[config.mk]
export PLATFORM = sky130hd
export DESIGN_NAME = smsr_receiver
export DESIGN_NICKNAME = d
export VERILOG_FILES = /design/src/common/smsr_pkg.sv /design/src/logic/smsr_receiver.sv
export VERILOG_INCLUDE_DIRS = /design/src /design/src/common
export SDC_FILE = /design/constraint.sdc
export NUM_CORES = 1
export LEC_CHECK = 0
export BUFFER_PORTS_ARGS = -buffer_cell sky130_fd_sc_hd__buf_2
export CORE_ASPECT_RATIO = 1.25
export CORE_MARGIN = 3
export CORE_UTILIZATION = 55
export DETAILED_ROUTE_END_ITERATION = 16
export PLACE_DENSITY = 0.81
export SLEW_MARGIN = 15
export SYNTH_ARGS = -nofsm -noshare
export SYNTH_HDL_FRONTEND = slang
export SYNTH_SLANG_ARGS = --single-unit
[constraint.sdc]
create_clock -name clk_sys -period 2.6 [get_ports clk_sys]
set_input_delay 0.26 -clock clk_sys [delete_from_list [all_inputs] [get_ports clk_sys]]
set_output_delay 0.26 -clock clk_sys [all_outputs]
set_load 0.01 [all_outputs]
[src/common/smsr_defs.svh]
`ifndef SMSR_DEFS_SVH
`define SMSR_DEFS_SVH

// Register byte offsets
`define SMSR_OFF_CTRL 8'h00
`define SMSR_OFF_BAUD 8'h04
`define SMSR_OFF_DATA 8'h08
`define SMSR_OFF_IRQST 8'h0C
`define SMSR_OFF_IRQEN 8'h10
`define SMSR_OFF_MODE 8'h14

// rx_status_ctrl bit positions
`define SMSR_B_NINTH 0
`define SMSR_B_OVERRUN 1
`define SMSR_B_FRAMING 2
`define SMSR_B_CONT 4
`define SMSR_B_SINGLE 5
`define SMSR_B_NINEBIT 6
`define SMSR_B_PORTEN 7

// Mode register bit positions
`define SMSR_B_SYNC 0
`define SMSR_B_CLKMST 1

// Interrupt status and enable bit positions
`define SMSR_B_RXDONE 0
`define SMSR_B_OVREVT 1

// Counts and reset values
`define SMSR_FIFO_FULL 2'd2
`define SMSR_LAST_BIT8 4'd7
`define SMSR_LAST_BIT9 4'd8
`define SMSR_BAUD_RST 8'h00

`endif

[src/common/smsr_pkg.sv]
package smsr_pkg;

  typedef enum logic [1:0] {
    SMSR_IDLE = 2'b01,
    SMSR_SHIFT = 2'b10
  } smsr_fsm_type;

  typedef struct packed {
    logic psel;
    logic penable;
    logic pwrite;
    logic [7:0] paddr;
    logic [31:0] pwdata;
  } smsr_apb_req_type;

  typedef struct packed {
    logic pready;
    logic pslverr;
    logic [31:0] prdata;
  } smsr_apb_rsp_type;

  typedef struct packed {
    logic ninth;
    logic framing;
    logic [7:0] data;
  } smsr_word_type;

  typedef struct packed {
    smsr_fsm_type st;
    logic portEn;
    logic nineBitEn;
    logic singleEn;
    logic contEn;
    logic syncMode;
    logic clkMaster;
    logic overrun;
    logic [7:0] baudGen;
    logic [7:0] baudCnt;
    logic [3:0] bitCnt;
    logic [8:0] shifter;
    logic shiftClk;
    logic shiftClkOe;
    smsr_word_type [1:0] fifo;
    logic rdPtr;
    logic [1:0] count;
    logic rxComplete;
    logic ovrEvent;
    logic irqEnRx;
    logic irqEnOvr;
    logic irq;
    logic [2:0] dinSync;
    logic dinStable;
    smsr_apb_rsp_type rsp;
  } smsr_regs_type;

endpackage

[src/logic/smsr_receiver.sv]
`timescale 1ns/10ps
`include "smsr_defs.svh"

module smsr_receiver
  import smsr_pkg::*;
(
  input wire logic clk_sys, // 10 MHz system clock
  input wire logic rst, // Asynchronous reset, active high
  input smsr_apb_req_type apbReq, // APB request from master
  output smsr_apb_rsp_type apbRsp, // APB answer
  input wire logic serialDataIn, // Data line from slave
  output logic shiftClkOut, // Shift clock level
  output logic shiftClkOe, // Shift clock drive enable
  output logic irq // Level interrupt, active high
);

  smsr_regs_type r;
  smsr_regs_type n;

  function automatic logic [3:0] lastBit(input logic nine);
    lastBit = nine ? `SMSR_LAST_BIT9 : `SMSR_LAST_BIT8;
  endfunction

  function automatic logic mapped(input logic [7:0] a);
    mapped = (a == `SMSR_OFF_CTRL) || (a == `SMSR_OFF_BAUD) ||
             (a == `SMSR_OFF_DATA) || (a == `SMSR_OFF_IRQST) ||
             (a == `SMSR_OFF_IRQEN) || (a == `SMSR_OFF_MODE);
  endfunction

  function automatic logic [31:0] readReg(input smsr_regs_type s,
                                          input logic [7:0] a);
    smsr_word_type head;
    logic any;
    head = s.fifo[s.rdPtr];
    any = (s.count != 2'd0);
    readReg = 32'h0000_0000;
    unique case (a)
      `SMSR_OFF_CTRL:
      begin
        readReg[`SMSR_B_PORTEN] = s.portEn;
        readReg[`SMSR_B_NINEBIT] = s.nineBitEn;
        readReg[`SMSR_B_SINGLE] = s.singleEn;
        readReg[`SMSR_B_CONT] = s.contEn;
        readReg[`SMSR_B_FRAMING] = any & head.framing;
        readReg[`SMSR_B_OVERRUN] = s.overrun;
        readReg[`SMSR_B_NINTH] = any & head.ninth;
      end
      `SMSR_OFF_BAUD:
      begin
        readReg[7:0] = s.baudGen;
      end
      `SMSR_OFF_DATA:
      begin
        readReg[7:0] = any ? head.data : 8'h00;
      end
      `SMSR_OFF_IRQST:
      begin
        readReg[`SMSR_B_RXDONE] = s.rxComplete;
        readReg[`SMSR_B_OVREVT] = s.ovrEvent;
      end
      `SMSR_OFF_IRQEN:
      begin
        readReg[`SMSR_B_RXDONE] = s.irqEnRx;
        readReg[`SMSR_B_OVREVT] = s.irqEnOvr;
      end
      `SMSR_OFF_MODE:
      begin
        readReg[`SMSR_B_SYNC] = s.syncMode;
        readReg[`SMSR_B_CLKMST] = s.clkMaster;
      end
      default:
      begin
        readReg = 32'h0000_0000;
      end
    endcase
  endfunction

  logic access;
  logic done;
  logic wr;
  logic rd;
  logic pop;
  logic push;
  logic wordEnd;
  logic enable;
  logic wrIdx;
  smsr_word_type word;

  always_comb
  begin
    n = r;
    push = 1'b0;
    wordEnd = 1'b0;
    word = '0;

    // Data pin synchroniser; dinStable follows only when the last two stages agree
    n.dinSync = {r.dinSync[1:0], serialDataIn};
    if (r.dinSync[1] == r.dinSync[2])
    begin
      n.dinStable = r.dinSync[2];
    end

    // APB: one wait state so read data is settled before pready
    access = apbReq.psel & apbReq.penable;
    done = access & r.rsp.pready;
    n.rsp.pready = 1'b0;
    n.rsp.pslverr = 1'b0;
    if (access & ~r.rsp.pready)
    begin
      n.rsp.pready = 1'b1;
      n.rsp.prdata = readReg(r, apbReq.paddr);
      n.rsp.pslverr = ~mapped(apbReq.paddr);
    end
    wr = done & apbReq.pwrite & ~r.rsp.pslverr;
    rd = done & ~apbReq.pwrite & ~r.rsp.pslverr;
    pop = rd & (apbReq.paddr == `SMSR_OFF_DATA) & (r.count != 2'd0);

    // Continuous wins over single by simply being an enable too
    enable = r.portEn & r.syncMode & r.clkMaster &
             (r.singleEn | r.contEn);

    unique case (r.st)
      SMSR_IDLE:
      begin
        n.shiftClk = 1'b0;
        n.shiftClkOe = 1'b0;
        n.bitCnt = 4'd0;
        if (enable)
        begin
          n.st = SMSR_SHIFT;
          n.shiftClkOe = 1'b1;
          n.baudCnt = r.baudGen;
        end
      end
      SMSR_SHIFT:
      begin
        if (~enable)
        begin
          // Abort mid-word: partial word is dropped
          n.st = SMSR_IDLE;
          n.shiftClk = 1'b0;
          n.shiftClkOe = 1'b0;
          n.bitCnt = 4'd0;
          n.shifter = 9'h000;
        end
        else if (r.baudCnt == 8'h00)
        begin
          n.baudCnt = r.baudGen;
          n.shiftClk = ~r.shiftClk;
          if (r.shiftClk)
          begin
            // Falling edge of the shift clock
            n.shifter = {r.dinStable, r.shifter[8:1]};
            n.bitCnt = r.bitCnt + 4'd1;
            if (r.bitCnt == lastBit(r.nineBitEn))
            begin
              wordEnd = 1'b1;
              n.bitCnt = 4'd0;
              if (~r.contEn)
              begin
                n.singleEn = 1'b0;
                n.st = SMSR_IDLE;
                n.shiftClkOe = 1'b0;
              end
            end
          end
        end
        else
        begin
          n.baudCnt = r.baudCnt - 8'h01;
        end
      end
    endcase

    // Synchronous mode has no stop bit, so framing never flags
    if (r.nineBitEn)
    begin
      word.ninth = n.shifter[8];
      word.data = n.shifter[7:0];
    end
    else
    begin
      word.data = n.shifter[8:1];
    end
    word.framing = 1'b0;

    // Software writes land after the shifter so a same-cycle write wins
    if (wr)
    begin
      unique case (apbReq.paddr)
        `SMSR_OFF_CTRL:
        begin
          n.portEn = apbReq.pwdata[`SMSR_B_PORTEN];
          n.nineBitEn = apbReq.pwdata[`SMSR_B_NINEBIT];
          n.singleEn = apbReq.pwdata[`SMSR_B_SINGLE];
          n.contEn = apbReq.pwdata[`SMSR_B_CONT];
          if (r.contEn & ~apbReq.pwdata[`SMSR_B_CONT])
          begin
            n.overrun = 1'b0;
          end
        end
        `SMSR_OFF_BAUD:
        begin
          n.baudGen = apbReq.pwdata[7:0];
        end
        `SMSR_OFF_IRQST:
        begin
          if (apbReq.pwdata[`SMSR_B_OVREVT])
          begin
            n.ovrEvent = 1'b0;
          end
        end
        `SMSR_OFF_IRQEN:
        begin
          n.irqEnRx = apbReq.pwdata[`SMSR_B_RXDONE];
          n.irqEnOvr = apbReq.pwdata[`SMSR_B_OVREVT];
        end
        `SMSR_OFF_MODE:
        begin
          n.syncMode = apbReq.pwdata[`SMSR_B_SYNC];
          n.clkMaster = apbReq.pwdata[`SMSR_B_CLKMST];
        end
        default:
        begin
          n.baudGen = r.baudGen;
        end
      endcase
    end

    // Word arrival: full FIFO with no pop this cycle means overrun
    if (wordEnd & ~r.overrun)
    begin
      if ((r.count == `SMSR_FIFO_FULL) & ~pop)
      begin
        n.overrun = 1'b1;
        n.ovrEvent = 1'b1;
      end
      else
      begin
        push = 1'b1;
      end
    end

    // Freed slot and tail coincide when full, so one index serves
    wrIdx = r.rdPtr ^ r.count[0];
    if (push)
    begin
      n.fifo[wrIdx] = word;
    end
    if (pop)
    begin
      n.rdPtr = ~r.rdPtr;
    end
    n.count = r.count + {1'b0, push} - {1'b0, pop};

    // Hardware owns this flag; a new word beats the emptying read
    if (push)
    begin
      n.rxComplete = 1'b1;
    end
    else if (pop & (r.count == 2'd1))
    begin
      n.rxComplete = 1'b0;
    end

    n.irq = (n.rxComplete & n.irqEnRx) | (n.ovrEvent & n.irqEnOvr);
  end

  always_ff @(posedge clk_sys or posedge rst)
  begin
    if (rst)
    begin
      r <= '0;
      r.st <= SMSR_IDLE;
      r.baudGen <= `SMSR_BAUD_RST;
    end
    else
    begin
      r <= n;
    end
  end

  assign apbRsp = r.rsp;
  assign shiftClkOut = r.shiftClk;
  assign shiftClkOe = r.shiftClkOe;
  assign irq = r.irq;

endmodule // smsr_receiver

==> flow_metrics.tcl <==
set metrics [dict create \
    dp_slack_ns 0.2141 \
    maxCapViolations 0 \
    vias_per_cell 5.741 \
    critPathSlowestCell "dfrtp_1" \
    path_cells "inv_1, ha_1, nor4b_4, buf_4, nand4_1, buf_4, mux2i_1, mux2i_1, mux2_1" \
    switching_share_pct 32.81 \
    rsz0062_at_grt "false" \
    tightest_slew_ns 0.7329 \
    cp-end-kind "flip-flop" \
    drv_slew 0 \
    dominantRegCellSynth "dfrtp_1" \
    p_per_area_nw_per_um2 662.8 \
    pin_count 83 \
    synth_top_family_by_area "multiplexers" \
    layout_setup_ws_ns 0.1964 \
    p_clk_share_pct 29.1 \
    vias 3031 \
    antenna_cells 0 \
    worstPathArrival_ns 2.63 \
    start_util_pct 56.87 \
    synth_edf_count 0 \
    period_minus_slack_ns 2.404 \
    ys_warn_count 0 \
    firstDrtPassIters 4 \
    antenna_found_initial 0 \
    cts_buffer_depth 2 \
    fill_cells 617 \
    h-tree-depth 3 \
    numCtsBuffers 9 \
    synth-compound-area-share_pct 11.11 \
    p_int_uw 2067 \
    syn_avg_cell_area_um2 10.86 \
    synthMuxAreaShare_pct 15.60 \
    cts_resized 0 \
    vdd_drop_max_uv 444.8 \
    final.setup.tns_ns 0 \
    seq_power_share_pct 46.2 \
    crit_family "multiplexers" \
    portBuffers 34 \
    hold_path.class "primary input to flip-flop" \
    async_flop_share_pct 100.0 \
    drt_iter0_drc 242 \
    grt_pass1_wl_mm 14.33 \
    synth_top_cell_by_area "dfrtp_1" \
    netlist_area_um2 4234 \
    outcome "finished clean" \
    leakage_uw 0.002306 \
    clock_skew_ns 0.01378 \
    crit_buf_inv 3 \
    start_kind "flip-flop" \
    grtUsageTotal_pct 20.28 \
    ys_top_cells_by_area "dfrtp_1 (47%), mux2i_1 (7.1%), mux2_2 (6.9%), buf_4 (6.2%), o21ai_0 (3.3%)" \
    ys_seq_area_share_pct 47.31 \
    synthAdderAreaFrac_pct 1.418 \
    clock_latency_ns 0.35 \
    path_max_fanout 10 \
    yosys.area_share.xor_xnor_pct 1.034 \
    synth_commonest_cells "dfrtp_1 (79), buf_4 (35), nor2_1 (31), mux2i_1 (30), o21ai_0 (28)" \
    rows 35 \
    fin_nets 481 \
    die_area_um2 8793 \
    grt-ovfl-total 0 \
    required_ns 2.82 \
    utilization_pct 62.35 \
    drive_above_1_share_pct 25.46 \
    gp_routability_congestion 0.8639 \
    p_comb_share_pct 24.7 \
    synth_top_area_share_pct 46.69 \
    grt_max_degree 47 \
    max_stage_delay_ns 0.40 \
    synth-simple-area-share_pct 15.16 \
    p_sw_uw 1009 \
    clockRootBuffer "clkbuf_8" \
    drt-wirelength-per-cell_um 16.26 \
    clkTransAtPathRegs_ns 0.08 \
    drt_wl_total_mm 8.587 \
    yosysUniqueCellTypes 59 \
    syn_inst 390 \
    cts_tree "done" \
    post-dp-hpwl_mm 6.464 \
    cts_setup_buffers 0 \
    drcViolationCount 0 \
    yosys.cell_count.top_type "dfrtp_1" \
    area_delta_synth_final_pct 9.634 \
    synth-seq-cells 80 \
    finalHoldViolations 0 \
    die_x_um 84.48 \
    relSlewSlack_pct 51.14 \
    finalSetupViolCount 0 \
    max_clock_freq_ghz 0.4160 \
    antenna_left 0 \
    numClockSinks 80 \
    period_share_pct 92.45 \
    fp.dieH_um 104.1 \
    core-area_um2 7445 \
    grt_pass1_vias 3063 \
    crit_type "flip-flop to flip-flop" \
]
## flip-flops by register name (all words and copies together) (netlist names)
signal and cells:
n 2, shiftClkOut 1, apbRsp 10, shiftClkOe 1, irq 1, r 65
## per-layer routing
metal  GRT usage (%)  wire length [um]  vias to the layer above
li1                -                 -                     1421
met1           25.37              3656                     1508
met2           35.33              4412                       92
met3           3.487               381                       10
met4           6.900               136                        0
met5               0                 0                        -
## layout by cell type (no fill, tap or decap), drive strengths merged, types with 6 or more instances in the layout
cell,Yosys,routed
mux2,30,30
a21oi,16,16
o21ai,28,28
mux2i,30,30
dfrtp,79,79
nand3,12,12
buf,39,50
nor3,7,7
nand4,6,6
inv,12,11
clkbuf,6,10
conb,1,24
nand2,25,25
nor2,31,31
## power groups by stage
| stage | combinational (uW) | sequential (uW) | clock [uW] |
|---|---|---|---|
| 4_1_cts | 755 | 1420 | 901 |
| 2_1_floorplan | 572 | 1420 | 0 |
| 6_report | 760 | 1420 | 894 |
| 3_5_place_dp | 745 | 1440 | 0 |
| 3_3_place_gp | 713 | 1440 | 0 |
| 5_1_grt | 854 | 1430 | 954 |
## cells by family after synthesis
logic type | count (synthesis)
AOI/OAI and AO/OA | 73
adders and majority gates | 5
muxes | 61
other | 1
buffers and inverters | 57
and+or+nand+nor | 108
xor gates and xnor gates | 5
DFF | 80
## layout make-up
class / count / area (um^2) / share of cell area, %
Clock buffer: 10 / 127.6 / 2.749
Clock inverter: 6 / 60.06 / 1.294
Inverter: 12 / 46.29 / 0.9973
Multi-Input combinational cell: 276 / 1967 / 42.37
Sequential cell: 80 / 2003 / 43.15
Tap cell: 92 / 115.1 / 2.480
Timing Repair Buffer: 52 / 322.8 / 6.954
## final timing paths
check | from | end | slack (ns) | cells after the start
max | r[81]$_DFFE_PP0P_ | r[61]$_DFFE_PP0P_ | 0.20 | 9
min | apbReq[5] | r[101]$_DFF_PP0_ | 0.14 | 3
max reg2reg | r[81]$_DFFE_PP0P_ | r[61]$_DFFE_PP0P_ | 0.20 | 9
min reg2reg | n[36]$_DFF_PP0_ | n[37]$_DFF_PP0_ | 0.37 | 0
max in group asynchronous | rst | r[104]$_DFFE_PP1P_ | 1.40 | 4
min in group asynchronous | rst | n[36]$_DFF_PP0_ | 0.51 | 3
## per-stage QoR
stage / total power, uW / hold WS [ns] / area [um^2] / instances
6_report: 3077 / 0.1440 / 4642 / 528
5_1_grt: 3240 / 0.1470 / 4642 / 528
4_1_cts: 3074 / 0.1316 / 4642 / 528
3_5_place_dp: 2186 / 0.3520 / 4434 / 510
3_3_place_gp: 2149 / 0.3327 / 4434 / 510
2_1_floorplan: 1992 / 0.2914 / 4320 / 413
## repair_timing
action | CTS | global route
hold endpoints to repair | 35 | 0
endpoints found under the setup margin | 0 | 0
hold buffers | 2 | 0
## worst min-delay path: stages
cell and delay [ns]:
buf_2 0.10, nand2_1 0.04, o21ai_0 0.06
No activity file was read; power rests on OpenSTA's default activity.
